## config.mk

```make
export PLATFORM = sky130hd
export DESIGN_NAME = oad_top
export DESIGN_NICKNAME = d
export VERILOG_FILES = /design/src/verilog/oad_pkg.sv /design/src/verilog/oad_access_cost.sv /design/src/verilog/oad_ea_decode.sv /design/src/verilog/oad_top.sv
export SDC_FILE = /design/constraint.sdc
export NUM_CORES = 1
export LEC_CHECK = 0
export BUFFER_PORTS_ARGS = -buffer_cell sky130_fd_sc_hd__buf_4
export CORE_UTILIZATION = 45
export CTS_CLUSTER_DIAMETER = 200
export DETAILED_ROUTE_END_ITERATION = 8
export PLACE_DENSITY_LB_ADDON = 0.12
export REMOVE_ABC_BUFFERS = 1
export SLEW_MARGIN = 0
export SYNTH_ARGS = -nofsm -noshare
export SYNTH_HDL_FRONTEND = slang
export SYNTH_SLANG_ARGS = --single-unit
```

## constraint.sdc

```tcl
create_clock -name clock -period 2.75 [get_ports clock]
set_input_delay 0.275 -clock clock [delete_from_list [all_inputs] [get_ports clock]]
set_output_delay 0.275 -clock clock [all_outputs]
set_load 0.005 [all_outputs]
```

## src/verilog/oad_pkg.sv

```systemverilog
// Shared types and constants for the operand address decode and cycle cost.
package oad_pkg;

    typedef enum logic [1:0] {
        OAD_BYTE = 2'h0,
        OAD_WORD = 2'h1,
        OAD_LONG = 2'h2
    } oad_width_t;

    typedef enum logic [1:0] {
        OAD_LOC_IREG  = 2'h0,
        OAD_LOC_IMEM  = 2'h1,
        OAD_LOC_EXT16 = 2'h2,
        OAD_LOC_EXT8  = 2'h3
    } oad_loc_t;

    typedef enum logic [2:0] {
        OAD_MODE_REG      = 3'h0,
        OAD_MODE_INDIRECT = 3'h1,
        OAD_MODE_POSTINC  = 3'h2,
        OAD_MODE_SHORT_DISPLACEMENT    = 3'h3,
        OAD_MODE_LONG_DISPLACEMENT   = 3'h4,
        OAD_MODE_INDEXED  = 3'h5,
        OAD_MODE_PC_DISP  = 3'h6,
        OAD_MODE_DIRECT   = 3'h7
    } oad_mode_t;

    typedef enum logic [1:0] {
        OAD_LH_ZERO = 2'h0,
        OAD_LH_SIGN = 2'h1,
        OAD_LH_KEEP = 2'h2
    } oad_lh_t;

    typedef enum logic [1:0] {
        OAD_AH_COPY  = 2'h0,
        OAD_AH_KEEP  = 2'h1,
        OAD_AH_CLEAR = 2'h2,
        OAD_AH_SIGN  = 2'h3
    } oad_ah_t;

    // First code of each addressing group after register direct, and a 3-bit register number.
    localparam logic [4:0] EA_IND_FIRST     = 5'h08;
    localparam logic [4:0] EA_POSTINC_FIRST = 5'h0C;
    localparam logic [4:0] EA_SHORT_DISPLACEMENT_FIRST   = 5'h10;
    localparam logic [4:0] EA_LONG_DISPLACEMENT_FIRST  = 5'h18;
    localparam logic [4:0] EA_INDEX_FIRST   = 5'h1C;
    localparam logic [4:0] EA_PC_DISP       = 5'h1E;
    localparam logic [4:0] EA_DIRECT        = 5'h1F;
    localparam logic [2:0] EA_INDEX_REG     = 3'h7;

    localparam logic [3:0] CYC_INDIRECT = 4'h2;
    localparam logic [3:0] CYC_POSTINC  = 4'h4;
    localparam logic [3:0] CYC_DISP     = 4'h2;
    localparam logic [3:0] CYC_INDEXED  = 4'h4;
    localparam logic [3:0] CYC_PC_DISP  = 4'h2;
    localparam logic [3:0] CYC_DIRECT   = 4'h1;
    localparam logic [2:0] RG_ONE       = 3'h1;
    localparam logic [2:0] RG_TWO       = 3'h2;
    localparam logic [1:0] EXT_ONE      = 2'h1;
    localparam logic [1:0] EXT_TWO      = 2'h2;

    // Access corrections: cycles and number of bus accesses.
    localparam logic [3:0] COR_ZERO      = 4'h0;
    localparam logic [3:0] COR_ONE       = 4'h1;
    localparam logic [3:0] COR_TWO       = 4'h2;
    localparam logic [3:0] COR_FOUR      = 4'h4;
    localparam logic [3:0] COR_EIGHT     = 4'h8;
    localparam logic [2:0] ACC_ONE       = 3'h1;
    localparam logic [2:0] ACC_TWO       = 3'h2;
    localparam logic [2:0] ACC_FOUR      = 3'h4;

    localparam logic [3:0] FETCH_IMEM_WORD  = 4'h2;
    localparam logic [3:0] FETCH_EXT16_WORD = 4'h3;
    localparam logic [3:0] FETCH_EXT8_BYTE  = 4'h3;

    localparam logic [23:0] IO_FIRST_ADDR = 24'h000000;
    localparam logic [23:0] IO_LAST_ADDR  = 24'h0000FF;
    localparam logic [31:0] ACC_RESET     = 32'h00000000;

    typedef struct packed {
        logic       reg_direct;
        oad_mode_t  mode;
        logic [1:0] ext_bytes;
        logic [3:0] cycles;
        logic [2:0] rg;
        logic [2:0] byte_reg_n;
        logic [2:0] word_reg_n;
        logic [1:0] long_reg_n;
        logic [1:0] low_word_reg_n;
        logic       index_used;
    } oad_ea_t;

    typedef struct packed {
        logic [3:0] cycles;
        logic [2:0] accesses;
    } oad_cost_t;

    typedef struct packed {
        logic [4:0]  ea_code;
        oad_width_t  width;
        oad_loc_t    loc;
        logic        odd_addr;
        logic        read_mod_write_class;
        logic [7:0]  instr_cycles;
        logic [3:0]  instr_rg;
        logic [7:0]  wait_cycles;
        logic [3:0]  fetch_bounds;
        logic        load_acc;
        oad_lh_t     lh;
        oad_ah_t     ah;
        logic [31:0] load_data;
        logic [7:0]  imm8;
        logic [7:0]  io_offset;
        logic        vct_long;
        logic [7:0]  vct_field;
    } oad_req_t;

endpackage

```

## src/verilog/oad_access_cost.sv

```systemverilog
// Per-access cycle correction by width, location and address parity.
`timescale 1ns/1ns
module oad_access_cost (
    input  wire oad_pkg::oad_width_t width,
    input  wire oad_pkg::oad_loc_t   loc,
    input  wire logic                odd_addr,
    output oad_pkg::oad_cost_t       cost
);
    import oad_pkg::*;

    wire is_long  = width == OAD_LONG;
    wire is_word  = width == OAD_WORD;
    wire ext_slow = (loc == OAD_LOC_EXT8) ||
                    (loc == OAD_LOC_EXT16 && odd_addr);
    wire ext_fast = loc == OAD_LOC_EXT16 && !odd_addr;
    wire mem_odd  = loc == OAD_LOC_IMEM && odd_addr;

    // Odd or narrow paths split words into bytes, hence the larger counts.
    assign cost.cycles =
        ext_slow ? (is_long ? COR_EIGHT : is_word ? COR_FOUR : COR_ONE) :
        ext_fast ? (is_long ? COR_TWO : COR_ONE) :
        mem_odd  ? (is_long ? COR_FOUR : is_word ? COR_TWO : COR_ZERO) :
                   COR_ZERO;
    assign cost.accesses =
        (ext_slow || mem_odd) ?
            (is_long ? ACC_FOUR : is_word ? ACC_TWO : ACC_ONE) :
            (is_long ? ACC_TWO : ACC_ONE);
endmodule

```

## src/verilog/oad_ea_decode.sv

```systemverilog
// Combinational decoder of the 5-bit effective address code.
`timescale 1ns/1ns
module oad_ea_decode (
    input  wire logic [4:0]       ea_code,
    output oad_pkg::oad_ea_t      ea
);
    import oad_pkg::*;

    function automatic logic in_span(input logic [4:0] c,
                                     input logic [4:0] lo,
                                     input logic [4:0] hi);
        in_span = (c >= lo) && (c < hi);
    endfunction

    wire is_reg     = ea_code < EA_IND_FIRST;
    wire is_ind     = in_span(ea_code, EA_IND_FIRST, EA_POSTINC_FIRST);
    wire is_postinc = in_span(ea_code, EA_POSTINC_FIRST, EA_SHORT_DISPLACEMENT_FIRST);
    wire is_short_displacement   = in_span(ea_code, EA_SHORT_DISPLACEMENT_FIRST, EA_LONG_DISPLACEMENT_FIRST);
    wire is_long_displacement  = in_span(ea_code, EA_LONG_DISPLACEMENT_FIRST, EA_INDEX_FIRST);
    wire is_index   = in_span(ea_code, EA_INDEX_FIRST, EA_PC_DISP);
    wire is_pc      = ea_code == EA_PC_DISP;

    assign ea.reg_direct = is_reg;
    assign ea.mode = is_reg     ? OAD_MODE_REG      :
                     is_ind     ? OAD_MODE_INDIRECT :
                     is_postinc ? OAD_MODE_POSTINC  :
                     is_short_displacement   ? OAD_MODE_SHORT_DISPLACEMENT    :
                     is_long_displacement  ? OAD_MODE_LONG_DISPLACEMENT   :
                     is_index   ? OAD_MODE_INDEXED  :
                     is_pc      ? OAD_MODE_PC_DISP  : OAD_MODE_DIRECT;
    assign ea.ext_bytes = is_short_displacement ? EXT_ONE :
                          (is_long_displacement || ea_code >= EA_PC_DISP) ? EXT_TWO
                                                               : 2'h0;
    // Register direct cost comes from the instruction itself.
    assign ea.cycles = is_reg     ? 4'h0        :
                       is_ind     ? CYC_INDIRECT :
                       is_postinc ? CYC_POSTINC  :
                       is_short_displacement   ? CYC_DISP     :
                       is_long_displacement  ? CYC_DISP     :
                       is_index   ? CYC_INDEXED  :
                       is_pc      ? CYC_PC_DISP  : CYC_DIRECT;
    assign ea.rg = (is_postinc || is_index) ? RG_TWO :
                   (is_ind || is_short_displacement || is_long_displacement) ? RG_ONE : 3'h0;
    assign ea.byte_reg_n     = ea_code[2:0];
    assign ea.word_reg_n     = ea_code[2:0];
    assign ea.long_reg_n     = ea_code[2:1];
    assign ea.low_word_reg_n = is_index ? {1'b0, ea_code[0]} : ea_code[1:0];
    assign ea.index_used     = is_index;
endmodule

```

## src/verilog/oad_top.sv

```systemverilog
// Operand decode, accumulator transfer and instruction cycle cost engine.
`timescale 1ns/1ns
module oad_top #(
    parameter int CYC_W          = 10,
    parameter int RG_TOTAL_W     = 16,
    parameter int INTERMIT_PER_RG = 1
) (
    input  wire logic                  clock,
    input  wire logic                  rstn,
    input  wire logic                  clk_en,
    input  wire logic                  req_valid,
    input  wire oad_pkg::oad_req_t     req,
    input  wire logic                  intermittent_en,
    output logic                       req_ready,
    output oad_pkg::oad_ea_t           ea_info,
    output logic [CYC_W-1:0]           total_cycles,
    output logic [4:0]                 total_rg,
    output logic [3:0]                 total_accesses,
    output logic                       rmw_active,
    output logic [31:0]                acc,
    output logic [23:0]                io_addr,
    output logic [15:0]                sign_ext_short_imm,
    output logic [7:0]                 vector_num,
    output logic                       busy,
    output logic                       done,
    output logic [RG_TOTAL_W-1:0]      reg_access_count
);
    import oad_pkg::*;

    // Refuse sizes that the cycle and tally counters cannot hold.
    if (CYC_W < 8 || CYC_W > 16) begin : g_bad_cyc_w
        $error("CYC_W must lie between 8 and 16");
    end
    if (RG_TOTAL_W < 5 || INTERMIT_PER_RG < 0 ||
        INTERMIT_PER_RG > 8) begin : g_bad_rg
        $error("RG_TOTAL_W or INTERMIT_PER_RG out of range");
    end

    typedef enum logic [2:0] {
        ST_IDLE = 3'b001,
        ST_RUN  = 3'b010,
        ST_DONE = 3'b100
    } oad_state_t;

    oad_state_t      state;
    oad_state_t      next_state;
    oad_cost_t       acc_cost;
    logic [CYC_W-1:0] remain;

    // Decode is purely combinational so the ea fields track ea_code
    // without latency.
    oad_ea_decode u_decode (
        .ea_code (req.ea_code),
        .ea      (ea_info)
    );

    oad_access_cost u_cost (
        .width    (req.width),
        .loc      (req.loc),
        .odd_addr (req.odd_addr),
        .cost     (acc_cost)
    );

    wire accept  = clk_en && req_valid && state == ST_IDLE;
    wire mem_op  = !ea_info.reg_direct;
    wire is_ext  = req.loc == OAD_LOC_EXT16 || req.loc == OAD_LOC_EXT8;
    // A READ_MOD_WRITE_CLASS memory operand is touched twice, once to read and once to write.
    wire rmw_op  = req.read_mod_write_class && mem_op;
    wire [CYC_W-1:0] ea_cyc = mem_op ? CYC_W'(ea_info.cycles) : '0;
    wire [CYC_W-1:0] cor_one = CYC_W'(acc_cost.cycles);
    wire [CYC_W-1:0] cor_cyc = rmw_op ? CYC_W'({cor_one, 1'b0})
                                      : cor_one;
    // Waits only arise on the external bus.
    wire [CYC_W-1:0] wait_cyc = is_ext ? CYC_W'(req.wait_cycles)
                                       : '0;
    wire [3:0] fetch_unit = req.loc == OAD_LOC_IMEM  ? FETCH_IMEM_WORD  :
                            req.loc == OAD_LOC_EXT16 ? FETCH_EXT16_WORD :
                            req.loc == OAD_LOC_EXT8  ? FETCH_EXT8_BYTE  :
                                                       4'h0;
    wire [CYC_W-1:0] fetch_cyc = CYC_W'(fetch_unit * req.fetch_bounds);
    wire [4:0] rg_sum = 5'(req.instr_rg) +
                        (mem_op ? 5'(ea_info.rg) : 5'h0);
    wire [CYC_W-1:0] intermit_cyc =
        intermittent_en ? CYC_W'(rg_sum * 5'(INTERMIT_PER_RG)) : '0;
    wire [CYC_W-1:0] sum_cyc = CYC_W'(req.instr_cycles) + ea_cyc +
                               cor_cyc + wait_cyc + fetch_cyc + intermit_cyc;
    // A zero figure still occupies one cycle so done always pulses.
    wire [CYC_W-1:0] next_total = (sum_cyc == '0) ? CYC_W'(1) : sum_cyc;
    wire [3:0] next_accesses = rmw_op ? 4'({acc_cost.accesses, 1'b0})
                                      : 4'(acc_cost.accesses);

    // Accumulator transfer paths.
    wire [15:0] acc_low = acc[15:0];
    wire [7:0] mid_byte = req.lh == OAD_LH_ZERO ? 8'h00 :
                          req.lh == OAD_LH_SIGN ? {8{req.load_data[7]}}
                                                : acc[15:8];
    wire [15:0] next_low = req.width == OAD_BYTE ?
                               {mid_byte, req.load_data[7:0]} :
                               req.load_data[15:0];
    wire [15:0] next_high =
        req.width == OAD_LONG    ? req.load_data[31:16] :
        req.ah == OAD_AH_COPY    ? acc_low :
        req.ah == OAD_AH_CLEAR   ? 16'h0000 :
        req.ah == OAD_AH_SIGN    ? {16{next_low[15]}} :
                                   acc[31:16];

    wire [23:0] next_io = IO_FIRST_ADDR | {16'h0000, req.io_offset};
    wire [15:0] next_sext = {{8{req.imm8[7]}}, req.imm8};
    wire [7:0] next_vector = req.vct_long ? req.vct_field
                                          : {4'h0, req.vct_field[3:0]};

    assign req_ready = state == ST_IDLE;
    assign busy      = state != ST_IDLE;
    assign done      = state == ST_DONE;

    always_comb begin
        next_state = state;
        unique case (state)
            ST_IDLE: begin
                if (accept)
                    next_state = ST_RUN;
            end
            ST_RUN: begin
                if (remain == CYC_W'(1))
                    next_state = ST_DONE;
            end
            ST_DONE: begin
                next_state = ST_IDLE;
            end
            default: begin
                next_state = ST_IDLE;
            end
        endcase
    end

    always_ff @(posedge clock or negedge rstn) begin
        if (!rstn) begin
            state  <= ST_IDLE;
            remain <= '0;
        end else if (clk_en) begin
            state <= next_state;
            if (accept)
                remain <= next_total;
            else if (state == ST_RUN)
                remain <= remain - CYC_W'(1);
        end
    end

    always_ff @(posedge clock or negedge rstn) begin
        if (!rstn) begin
            total_cycles   <= '0;
            total_rg       <= '0;
            total_accesses <= '0;
            rmw_active     <= 1'b0;
            io_addr        <= IO_FIRST_ADDR;
            sign_ext_short_imm <= '0;
            vector_num     <= '0;
        end else if (accept) begin
            total_cycles   <= next_total;
            total_rg       <= rg_sum;
            total_accesses <= next_accesses;
            rmw_active     <= rmw_op;
            io_addr        <= next_io;
            sign_ext_short_imm <= next_sext;
            vector_num     <= next_vector;
        end
    end

    always_ff @(posedge clock or negedge rstn) begin
        if (!rstn)
            acc <= ACC_RESET;
        else if (accept && req.load_acc)
            acc <= {next_high, next_low};
    end

    // Running total wraps; software reads it as a free-running tally.
    always_ff @(posedge clock or negedge rstn) begin
        if (!rstn)
            reg_access_count <= '0;
        else if (accept)
            reg_access_count <= reg_access_count +
                                RG_TOTAL_W'(rg_sum);
    end

    // Helper: cycles spent since the request was taken.
    logic [CYC_W-1:0] elapsed;
    always_ff @(posedge clock or negedge rstn) begin
        if (!rstn)
            elapsed <= '0;
        else if (clk_en)
            elapsed <= accept ? CYC_W'(0) :
                       (state == ST_RUN) ? elapsed + CYC_W'(1) : elapsed;
    end
endmodule
```

---- Word level (Yosys, flattened, before mapping) ----
Index checks and enable logic that the tools add are counted.
word-level totals
  flip-flop bits (word level) ............. 105
  output and inout bits ................... 143
  logic and storage cells ................. 136
cells by class
  add/sub/neg operators ................... 8
  $mul .................................... 1
  $lt $le $gt $ge ......................... 12
  equality and inequality tests ........... 17
  muxes and demuxes ....................... 54
  reduce and logical (&&, ||, !) cells .... 31
operators with widths
  cell                                                                number
  two-way mux 16 bit                                                  5
  two-way mux 4 bit                                                   13
  two-way mux 3 bit                                                   13
  two-way mux 8 bit                                                   4
  two-way mux 10 bit                                                  3
  two-way mux 2 bit                                                   11
  greater-or-equal comparator 5 bit (second input constant)           4
  < comparator 5 bit (second input constant)                          4
  adder 16 x 5 -> 16 bit                                              1
  logical AND 1 bit                                                   12
  adder 10 x 5 -> 10 bit                                              1
  adder 10 x 6 -> 10 bit                                              1
  adder 10 x 8 -> 10 bit                                              1
  adder 9 x 5 -> 10 bit                                               1
  equality test 10 x 1 -> 1 bit (second input constant)               1
  equality test 2 bit (second input constant)                         5
  greater-or-equal comparator 5 x 4 -> 1 bit (second input constant)  2
  logical NOT 10 bit                                                  1
  < comparator 5 x 4 -> 1 bit (second input constant)                 2
  two-way mux 5 bit                                                   2
  subtractor 10 x 1 -> 10 bit (second input constant)                 1
  adder 8 x 4 -> 9 bit                                                1
  logical OR 1 bit                                                    7
  equality test 2 x 1 -> 1 bit (second input constant)                3
  18 further kinds                                                    24

---- Longest topological paths before layout ----
Gate-level depths: netlist (run 1).
  depth in word-level cells ............... 17
  gate-level depth with buffers ........... 22
  gate-level depth less buffers ........... 21

---- By module ----
Synthesis (run 1) repeated with hierarchy kept, for this count alone.
unflattened totals
  cells, all modules ...................... 744
  area, all modules ....................... 6,673.9 µm²
modules (own cells, without submodules)
  module           times used  cells an instance  area an instance (µm²)  sequential area each (µm²)
  oad_top          1           683                6,284.8                 2,628.8
  oad_ea_decode    1           39                 229.0                   0.0
  oad_access_cost  1           22                 160.2                   0.0

---- Worst setup path before layout (run 1) ----
Ideal clock, no wire load.
  kind .................................... input -> register
  start point ............................. input port req[96] (netlist name)
  end point ............................... register remain[0]
  arrival time ............................ 4.836 ns
  required time ........................... 2.667 ns
  path slack .............................. -2.169 ns
  stages on the path ...................... 18
  path buffers ............................ 1
  cell sequence ........................... buf_2 o21ai_2 mux2i_1 o31ai_1 a22o_1 fa_1 inv_1 fa_1 inv_1 fa_1 fa_1 inv_1 fa_1 xnor2_1 or4b_1 nor4_1 nand4_1 o21ai_0
between the ends
  cells in the longest elaborated chain, start to end .. 17
ends and longest elaborated chain
  element                                                          line                                      source
  from (decl)                                                      oad_top.sv:12                             input wire oad_pkg::oad_req_t req,
  greater-or-equal comparator 5 bit, or another cell as far along  oad_ea_decode.sv:12                       in_span = (c >= lo) && (c < hi);
  logical AND 1 bit / two-way mux 2 bit (equally long branches)    oad_ea_decode.sv:12, oad_ea_decode.sv:41
  two-way mux 4 bit                                                oad_ea_decode.sv:40                       is_index ? CYC_INDEXED :
  two-way mux 4 bit                                                oad_ea_decode.sv:39                       is_long_displacement ? CYC_DISP :
  two-way mux 4 bit                                                oad_ea_decode.sv:38                       is_short_displacement ? CYC_DISP :
  two-way mux 4 bit                                                oad_ea_decode.sv:37                       is_postinc ? CYC_POSTINC :
  two-way mux 4 bit                                                oad_ea_decode.sv:36                       is_ind ? CYC_INDIRECT :
  two-way mux 4 bit                                                oad_ea_decode.sv:35                       assign ea.cycles = is_reg ? 4'h0 :
  two-way mux 4 bit                                                oad_top.sv:69                             wire [CYC_W-1:0] ea_cyc = mem_op ? CYC_W'(ea_info.cycles) : '0;
  adder 8 x 4 -> 9 bit                                             oad_top.sv:85                             wire [CYC_W-1:0] sum_cyc = CYC_W'(req.instr_cycles) + ea_cyc +
  adder 9 x 5 -> 10 bit                                            oad_top.sv:85
  adder 10 x 8 -> 10 bit                                           oad_top.sv:86                             cor_cyc + wait_cyc + fetch_cyc + intermit_cyc;
  adder 10 x 6 -> 10 bit                                           oad_top.sv:86
  adder 10 x 5 -> 10 bit (*)                                       oad_top.sv:86
  logical NOT 10 bit                                               oad_top.sv:88                             wire [CYC_W-1:0] next_total = (sum_cyc == '0) ? CYC_W'(1) : sum_cyc;
  two-way mux 10 bit (*)                                           oad_top.sv:88
  two-way mux 10 bit (*)                                           oad_top.sv:142                            if (accept)
  to (signal assigned)                                             oad_top.sv:143                            remain <= next_total;
  to (signal assigned)                                             oad_top.sv:145                            remain <= remain - CYC_W'(1);
  to (decl)                                                        oad_top.sv:48                             logic [CYC_W-1:0] remain;
Every way passes the cells marked *; elsewhere a longest branch is shown, timed or not.
A chain may end at the register's enable or synchronous reset.

---- Final worst setup path (run 1) ----
  start point ............................. input port req[96] (netlist name)
  end point ............................... register total_cycles[0]
between the ends
  cells in the longest elaborated chain, start to end .. 16
ends and longest elaborated chain
  element                                                          line                                      source
  greater-or-equal comparator 5 bit, or another cell as far along  oad_ea_decode.sv:12
  logical AND 1 bit / two-way mux 2 bit (equally long branches)    oad_ea_decode.sv:12, oad_ea_decode.sv:41
  two-way mux 4 bit                                                oad_ea_decode.sv:40
  two-way mux 4 bit                                                oad_ea_decode.sv:39
  two-way mux 4 bit                                                oad_ea_decode.sv:38
  two-way mux 4 bit                                                oad_ea_decode.sv:37
  two-way mux 4 bit                                                oad_ea_decode.sv:36
  two-way mux 4 bit                                                oad_ea_decode.sv:35
  two-way mux 4 bit                                                oad_top.sv:69
  adder 8 x 4 -> 9 bit                                             oad_top.sv:85
  adder 9 x 5 -> 10 bit                                            oad_top.sv:85
  adder 10 x 8 -> 10 bit                                           oad_top.sv:86
  adder 10 x 6 -> 10 bit                                           oad_top.sv:86
  adder 10 x 5 -> 10 bit (*)                                       oad_top.sv:86
  logical NOT 10 bit                                               oad_top.sv:88
  two-way mux 10 bit (*)                                           oad_top.sv:88
  to (signal assigned)                                             oad_top.sv:159                            total_cycles <= next_total;
  to (decl)                                                        oad_top.sv:16                             output logic [CYC_W-1:0] total_cycles,
Marks and branches as above.

==> results.json, run 1 <==
{
  "whs_ns": 0.109,
  "async_flop_share": 1.00,
  "finalPower_w": 0.00853,
  "slew_headroom": 0.610,
  "drive_above_1_share": 0.420,
  "numCtsBuffers": 9,
  "start_util": 0.462,
  "tightest_slew_ns": 0.585,
  "routed_wl_um": 19200,
  "yosysTopAreaCell": "dfrtp_1",
  "row_count": 44,
  "path_clk_slew_ns": 0.07,
  "design_area_um2": 9710,
  "die_w_um": 124,
  "ios": 245,
  "crit_path_frequent_cell": "fa_1",
  "status": "finished, violations left",
  "worstHoldStart": "req[17]",
  "hold_class": "in -> reg",
  "arrival_ns": 4.88,
  "grt.overflow.total": 0,
  "wl_per_cell_um": 16.0,
  "ys_seq_elements": 105,
  "n_fill_cell": 1182,
  "die_area_um2": 15400,
  "synth_area_leaders": "dfrtp_1 (39%), nand2_1 (8.7%), fa_1 (6.9%)",
  "cp-startpoint": "req[96]",
  "cts_root_buffer": "clkbuf_16",
  "rsz0062_at_grt": "yes",
  "start_kind": "input port",
  "endpoint": "total_cycles[0]",
  "leakage_nw": 4.92,
  "r2r_setup_slack_ns": 0.58,
  "fin_skew_ns": 0.00815,
  "cts_sinks": 105,
  "violations": "negative setup slack",
  "cap_violations": 0,
  "syn-cell-area_um2": 6710,
  "worstSetupPathType": "in -> reg",
  "h-tree-depth": 3,
  "ys_types": 54,
  "grt_pass1_wl_um": 29200,
  "layout_commonest_cell": "buf_4",
  "ant_nets": 0,
  "dp_hpwl_um": 13900,
  "syn2layout_area_growth_pct": 44.7,
  "cpMaxStageDelayCell": "fa_1",
  "power.density_nw_per_um2": 878,
  "cp_cell_sequence": "buf_8, o21ai_4, mux2i_2, o31ai_1, a22o_1, fa_1, inv_2, fa_1, inv_1, fa_1, fa_1, inv_2, fa_2, xnor2_2, or4b_4, nor4_4, nand4_1, o21ai_1",
  "port_buffers": 226,
  "syn_area_per_cell_um2": 9.12,
  "synth_warnings": 0,
  "crit_fanout": 4,
  "drt_pass1_iterations": 5,
  "crit_required_ns": 3.02,
  "instances_no_fill": 1198,
  "fin_crit_ns": 4.61,
  "reg2reg_from": "state[0]",
  "clock_latency_ns": 0.35,
  "finalSetupTns_ns": -28.32,
  "syn_inst": 736,
  "drv_slew": 0,
  "fin_crit_sh": 1.68,
  "dr.first_iter.drc_count": 329,
  "core_area_um2": 14500,
  "cpPeakStageDelay_ns": 0.59,
  "yosysTopAreaCellShare": 0.388,
  "grt_start_max_net_pins": 63,
  "antenna_found_initial": 0,
  "seq_area_frac_synth": 0.392,
  "dp_cells": 1159,
  "finalNetCount": 1169,
  "grt_pass1_vias": 5960,
  "gp_congestion": 0.857,
  "clockBufferDepth": 2,
  "fp.dieH_um": 124,
  "viasPerCell": 5.11,
  "vias": 6117,
  "antennaDiodeCount": 0,
  "ir_drop_v": 0.000448,
  "final_hold_viol_count": 0,
  "grt_usage": 0.246,
  "r2r-end": "total_rg[4]",
  "layout_common_cells": "buf_4 (301), nand2_1 (147), dfrtp_1 (104)",
  "detailed_place.area_um2": 8770,
  "synth-edff-count": 0,
  "crit_path_end_kind": "flop",
  "final.setup.worst_slack_ns": -1.86,
  "drc_errors": 0,
  "cts_tree": "built",
  "fmax_ghz": 0.217,
  "ys.flop_type": "dfrtp_1",
  "r2r_cells": 5,
  "setup-violations-final": 20
}
## how the worst min path moves through the flow
stage | depth (start not counted) | slack [ns] | end
after floorplan | 0 | -0.02 | acc[0]
final | 3 | 0.11 | sign_ext_short_imm[0]
after CTS | 3 | 0.1 | sign_ext_short_imm[2]
after detailed placement | 1 | 0.31 | vector_num[4]
after global routing | 3 | 0.10 | sign_ext_short_imm[0]
after global placement | 1 | 0.31 | vector_num[4]
## final cells by class
class,count,area (um^2),share of cell area
sequential,105,2630,0.271
tap,184,230,0.0237
timing repair buffer,314,2420,0.249
clock inverter,5,72.6,0.00747
clock buffer,11,243,0.0250
inverter,42,158,0.0162
multi-input combinational,537,3960,0.408
## state kept, by name, summed over array words and instances (netlist names)
register and count:
rmw_active 1, remain 10, reg_access_count 16, vector_num 8, total_rg 5, state 3, total_accesses 4, sign_ext_short_imm 8
total_cycles 10, io_addr 8, acc 32
## report_power, final
part / internal (W) / total, W / switching (W)
Combinational: 0.00246 / 0.00449 / 0.00204
Clock: 0.000748 / 0.00135 / 0.000604
Sequential: 0.00219 / 0.00268 / 0.000497
Total: 0.00539 / 0.00853 / 0.00314
## worst max-delay path, delay by kind of cell
| kind | cells | cell delay, ns |
|---|---|---|
| buffers and inverters | 4 | 0.25 |
| and+or+nand+nor | 3 | 0.84 |
| xor gates and xnor gates | 1 | 0.16 |
| adders and majority gates | 5 | 2.50 |
| AOI/OAI and AO/OA | 4 | 0.61 |
| muxes | 1 | 0.25 |
## layer usage
layer / track usage / vias up / routed length, um
met3: 0.0472 / 27 / 1060
met5: 0 / - / 0
met4: 0.0632 / 0 / 405
met2: 0.433 / 202 / 9870
li1: - / 2945 / -
met1: 0.308 / 2943 / 7840
## through the flow
stage / setup slack, ns / utilization
2_1_floorplan: -2.06 / -
3_3_place_gp: -2.22 / 0.604
3_5_place_dp: -2.32 / 0.604
4_1_cts: -1.79 / 0.657
5_1_grt: -2.03 / 0.668
6_report: -1.86 / 0.668
## Yosys cell counts, drive strengths merged (2+ instances only)
cell type and n:
nand2b 4, fa 23, nand4b 2, and3 2, o21ai 36, o31ai 19
nor4 5, inv 42, clkbuf 15, nand4 6, nor2b 20, o21a 5
buf 54, nand2 157, o211a 2, ha 35, mux2 10, dfrtp 104
nand3 19, a21oi 46, nor3 9, xnor2 20, xor2 8, a211oi 2
nor2 37, a21o 7, mux2i 2, and2 15, a22o 2, o22ai 10
a31oi 2, o211ai 2, nand3b 2, a21boi 3
## logic make-up (layout without fill, tap and decap cells)
logic type / count (synthesis) / count (layout) / share of synthesized area
AOI/OAI and AO/OA: 139 / 139 / 0.136
other: 1 / 18 / 0.000559
DFF: 105 / 105 / 0.392
xor gates and xnor gates: 28 / 28 / 0.0365
and+or+nand+nor: 281 / 281 / 0.191
muxes: 12 / 12 / 0.0198
adders and majority gates: 59 / 59 / 0.135
buffers and inverters: 111 / 372 / 0.0887
## repair_timing
| item | in CTS | in global routing |
|---|---|---|
| gates cloned | 0 | 0 |
| hold buffers | 1 | 0 |
| setup endpoints to repair | 20 | 26 |
| buffers inserted | 23 | 7 |
| resized for setup | 67 | 42 |
| hold endpoints to repair | 43 | 0 |
| pin swaps | 21 | 33 |
Note: power is estimated with default switching activity, not from simulation.
==> run 2: changes to the inputs <==
==> constraint.sdc (replaced) <==
create_clock -name clock -period 2.75 [get_ports clock]
set_input_delay 0.6875 -clock clock [delete_from_list [all_inputs] [get_ports clock]]
set_output_delay 0.6875 -clock clock [all_outputs]
set_load 0.005 [all_outputs]
==> run 2 against run 1 <==
The flow still finishes with violations (negative setup slack); sequential power hardly changed; global-route usage is 1.3 points lower; first-iteration DRC count is 23% lower; die area stayed put; sequential share of layout area is 0.35 points higher; combinational power is 2% lower; hold slack better by 0.16 ns; utilization is 0.85 points lower; final area is 1.3% lower; cell count is 0.75% lower; register-to-register slack worse by 0.02 ns; count of clock-buffer cells in the layout is 2 lower; critical endpoint unchanged; largest power group unchanged; highest routed layer unchanged.
==> results.json, run 2 (synthesis results as in run 1) <==
{
  "n_fill_cell": 1187,
  "finalNetCount": 1160,
  "ios": 245,
  "r2r-end": "acc[19]",
  "cts_tree": "built",
  "largestRegisters": "acc (32), reg_access_count (16)",
  "crit_buf_inv": 4,
  "cp_cell_sequence": "buf_8, o21ai_4, mux2i_1, o31ai_1, a22o_1, fa_1, inv_2, fa_1, inv_2, fa_1, fa_2, inv_2, fa_2, xnor2_2, or4b_4, nor4_4, nand4_1, o21ai_1",
  "place_ws_ns": -2.77,
  "fin_crit_sh": 1.77,
  "drt_pass1_iterations": 4,
  "layout_commonest_cell": "buf_4",
  "status": "finished, violations left",
  "clockBufferDepth": 2,
  "core_area_um2": 14500,
  "routed_wl_um": 18500,
  "fin_skew_ns": 0.00907,
  "arrival_ns": 5.16,
  "cap_violations": 0,
  "viasPerCell": 5.10,
  "cpPeakStageDelay_ns": 0.58,
  "final_hold_viol_count": 0,
  "met2_length_um": 9350,
  "setup-violations-final": 28,
  "crit_fanout": 4,
  "fmax_ghz": 0.205,
  "cts_root_buffer": "clkbuf_16",
  "path_clk_slew_ns": 0.08,
  "crit_path_end_kind": "flop",
  "grt_start_max_net_pins": 57,
  "whs_ns": 0.265,
  "fin_crit_ns": 4.87,
  "detailed_place.area_um2": 8800,
  "start_util": 0.462,
  "port_buffers": 226,
  "power.density_nw_per_um2": 866,
  "die_w_um": 124,
  "layout_common_cells": "buf_4 (296), nand2_1 (149), dfrtp_1 (104)",
  "violations": "negative setup slack",
  "fp.dieH_um": 124,
  "vias": 6069,
  "r2r_setup_slack_ns": 0.56,
  "h-tree-depth": 3,
  "worstSetupPathType": "in -> reg",
  "ir_drop_v": 0.000389,
  "wl_met3_um": 951,
  "die_area_um2": 15400,
  "drive_above_1_share": 0.418,
  "instances_no_fill": 1189,
  "seq_area_um2": 2630,
  "leakage_nw": 4.83,
  "cts_sinks": 105,
  "final.setup.worst_slack_ns": -2.12,
  "drc_errors": 0,
  "gp_congestion": 0.849,
  "wl_met1_um": 7820,
  "syn2layout_area_growth_pct": 42.9,
  "r2r_cells": 5,
  "top_register": "acc",
  "maxUsedRoutingLayer": "met4",
  "dp_hpwl_um": 13900,
  "design_area_um2": 9590,
  "clock_latency_ns": 0.36,
  "antennaDiodeCount": 0,
  "largest_register_ffs": 32,
  "multi_input_area_um2": 3950,
  "reg2reg_from": "state[0]",
  "grt_pass1_vias": 5679,
  "grt_usage": 0.233,
  "ant_nets": 0,
  "dp_cells": 1161,
  "crit_required_ns": 3.03,
  "crit_family": "adder cells",
  "grt_pass1_wl_um": 27700,
  "finalSetupTns_ns": -35.88,
  "rsz0062_at_grt": "yes",
  "row_count": 44,
  "drv_slew": 0,
  "dr.first_iter.drc_count": 252,
  "cpMaxStageDelayCell": "fa_2",
  "cp_num_cells": 18,
  "wl_per_cell_um": 15.6,
  "endpoint": "total_cycles[0]",
  "cp-startpoint": "req[96]",
  "start_kind": "input port",
  "hold_class": "in -> async",
  "antenna_found_initial": 0,
  "numCtsBuffers": 9,
  "grt.overflow.total": 0
}
-- run 2: how the worst min path moves through the flow --
stage,depth (start not counted),start,slack (ns),to
6_report,1,rstn,0.26,vector_num[4]
5_1_grt,1,rstn,0.30,acc[19]
4_1_cts,1,rstn,0.28,vector_num[4]
3_5_place_dp,2,vector_num[6],0.46,vector_num[6]
3_3_place_gp,2,vector_num[6],0.46,vector_num[6]
2_1_floorplan,0,rstn,0.39,acc[0]
-- run 2: cell type report --
class / instances / share of cell area
Inverter: 42 / 0.0164
Clock inverter: 7 / 0.00587
Clock buffer: 9 / 0.0235
Sequential cell: 105 / 0.274
Multi-Input combinational cell: 537 / 0.412
Tap cell: 184 / 0.0240
Timing Repair Buffer: 305 / 0.245
-- run 2: power by group --
group | switching (W) | internal (W)
combinational | 0.00199 | 0.00239
clock | 0.000614 | 0.000622
sequential | 0.000494 | 0.00219
total | 0.00310 | 0.00520
-- run 2: repair_timing --
action / CTS / global route
buffers inserted: 5 / 8
setup endpoints to repair: 31 / 32
gates resized for setup: 45 / 55
pin swaps: 14 / 31
hold buffers: 0 / 0
-- run 2: worst register-to-register path, cell delays in order, from the launching register on --
cell,delay (ns)
dfstp_2,0.59
nand4b_2,0.17
nor2_4,0.16
and2_1,0.43
nand2_4,0.36
o31ai_2,0.39
-- run 2: layer usage --
layer  GRT usage  vias up
met1       0.298     2915
met4      0.0818        0
met5           0        -
met2       0.400      193
li1            -     2931
met3      0.0348       30
-- run 2: through the flow --
stage               power, W  utilization
floorplan            0.00435            -
global placement     0.00615        0.606
detailed placement   0.00630        0.606
CTS                  0.00789        0.640
global route         0.00889        0.660
finish               0.00830        0.660
==> run 3: changes to the inputs <==
--- a/config.mk
+++ b/config.mk
@@ -6,6 +6,7 @@
 export NUM_CORES = 1
 export LEC_CHECK = 0
 export BUFFER_PORTS_ARGS = -buffer_cell sky130_fd_sc_hd__buf_4
+export CORE_MARGIN = 10
 export CORE_UTILIZATION = 45
 export CTS_CLUSTER_DIAMETER = 200
 export DETAILED_ROUTE_END_ITERATION = 8
==> run 3 against run 2 <==
The flow still finishes with violations (negative setup slack); global-route usage down 3.2 points; register-to-register slack better by 0.09 ns; hold slack better by 0.062 ns; final area up 2.0%; fmax down 5.1%; largest power group unchanged.
==> results.json, run 3 (synthesis results as in run 1) <==
{
  "dp_cells": 1169,
  "syn2layout_area_growth_pct": 45.8,
  "drive_above_1_share": 0.426,
  "met2_length_um": 10900,
  "maxUsedRoutingLayer": "met4",
  "worstSetupPathType": "in -> reg",
  "whs_ns": 0.327,
  "rsz0062_at_grt": "yes",
  "final_hold_viol_count": 0,
  "layout_commonest_cell": "buf_4",
  "start_kind": "input port",
  "power.share.clock": 0.165,
  "p_comb_frac": 0.529,
  "hold_buffers": 0,
  "drt_pass1_iterations": 5,
  "die_w_um": 142,
  "wl_per_cell_um": 17.6,
  "drv_slew": 0,
  "setup-violations-final": 31,
  "clock_latency_ns": 0.35,
  "tightest_slew_ns": 0.599,
  "crit_path_end_kind": "flop",
  "h-tree-depth": 3,
  "largestRegisters": "acc (32), reg_access_count (16)",
  "dr.first_iter.drc_count": 314,
  "instances_no_fill": 1200,
  "final.setup.worst_slack_ns": -2.39,
  "ios": 245,
  "fin_crit_sh": 1.87,
  "grt_pass1_wl_um": 33400,
  "routed_wl_um": 21100,
  "grt_usage": 0.201,
  "p_int_w": 0.00551,
  "ir_drop_v": 0.000405,
  "hold_class": "in -> async",
  "slew_headroom": 0.599,
  "cts_root_buffer": "clkbuf_16",
  "fin_crit_ns": 5.14,
  "grt_pass1_vias": 6507,
  "layout_common_cells": "buf_4 (302), nand2_1 (148), dfrtp_1 (104)",
  "ant_nets": 0,
  "fmax_ghz": 0.195,
  "vias": 6142,
  "cap_violations": 0,
  "p_switching_w": 0.00325,
  "path_clk_slew_ns": 0.08,
  "fp.dieH_um": 142,
  "p_seq_frac": 0.306,
  "dp_hpwl_um": 16100,
  "leakage_nw": 4.94,
  "cts_tree": "built",
  "largest_register_ffs": 32,
  "power.density_nw_per_um2": 895,
  "n_fill_cell": 1182,
  "crit_required_ns": 3.03,
  "gp_congestion": 0.807,
  "antennaDiodeCount": 0,
  "wl_met1_um": 8240,
  "fin_skew_ns": 0.0110,
  "cts_sinks": 105,
  "clockBufferDepth": 2,
  "numCtsBuffers": 9,
  "core_area_um2": 14600,
  "antenna_found_initial": 0,
  "grt_start_max_net_pins": 54,
  "viasPerCell": 5.12,
  "wl_met3_um": 1440,
  "finalNetCount": 1171,
  "drc_errors": 0,
  "top_register": "acc",
  "crit_fanout": 3,
  "start_util": 0.460,
  "row_count": 44,
  "status": "finished, violations left",
  "grt.overflow.total": 0,
  "die_area_um2": 20200,
  "arrival_ns": 5.41,
  "violations": "negative setup slack",
  "port_buffers": 226,
  "switching_share": 0.371,
  "finalSetupTns_ns": -40.40
}
-- run 3: cell count changes in the layout (fill, tap and decap cells not counted), sizes merged --
cell      previous run  this run
buf                305       316
clkinvlp             3         0
bufinv               0         2
inv                 43        45
clkinv               3         2
-- run 3: area by class of cell --
type,instances,area (um^2),area share
Tap cell,184,230,0.0235
Sequential cell,105,2630,0.269
Multi-Input combinational cell,537,3990,0.408
Clock buffer,9,225,0.0230
Clock inverter,7,109,0.0111
Timing Repair Buffer,316,2450,0.250
Inverter,42,158,0.0161
-- run 3: stage by stage --
step / area, um^2 / power, W / utilization / worst slack (ns)
5_1_grt: 9780 / 0.00937 / 0.671 / -2.55
3_5_place_dp: 8850 / 0.00647 / 0.607 / -2.73
3_3_place_gp: 8850 / 0.00631 / 0.607 / -2.62
4_1_cts: 9600 / 0.00849 / 0.658 / -2.24
6_report: 9780 / 0.00875 / 0.671 / -2.39
2_1_floorplan: 6340 / 0.00435 / - / -2.47
-- run 3: worst paths after layout --
path / from / to / slack, ns / cells past startpoint
worst max register to register: state[0] / acc[16] / 0.65 / 6
worst min register to register: total_accesses[0] / total_accesses[0] / 0.47 / 2
max in group asynchronous: rstn / acc[22] / 1.74 / 2
min in group clock: total_accesses[0] / total_accesses[0] / 0.47 / 2
worst min-delay path: rstn / acc[28] / 0.33 / 1
worst max-delay path: req[96] / remain[0] / -2.39 / 18
-- run 3: layer usage --
metal	global-route usage	vias up
met3	0.0474	40
met2	0.350	200
met4	0.0775	0
met1	0.233	2955
li1	-	2947
met5	0	-
-- run 3: critical path: stages --
cell and delay, ns:
buf_8 0.11, o21ai_4 0.20, mux2i_4 0.28, o31ai_2 0.07
a22o_1 0.21, fa_1 0.50, inv_1 0.05, fa_1 0.50
inv_2 0.06, fa_2 0.51, fa_1 0.60, inv_2 0.06
fa_2 0.43, xnor2_2 0.16, or4b_4 0.54, nor4_2 0.15
nand4_1 0.16, o21ai_1 0.10
-- run 3: power by group through the flow --
stage	clock (W)	sequential (W)	combinational [W]
after floorplan	0	0.00267	0.00168
after global placement	0	0.00266	0.00365
after detailed placement	0	0.00269	0.00378
after CTS	0.00148	0.00268	0.00433
after global routing	0.00155	0.00277	0.00505
final	0.00145	0.00268	0.00463
-- run 3: what timing repair did --
| item | 4_1_cts | 5_1_grt |
|---|---|---|
| setup endpoints to repair | 32 | 32 |
| pin swaps | 39 | 23 |
| buffers inserted | 11 | 5 |
| gates cloned | 0 | 0 |
| resized for setup | 73 | 39 |
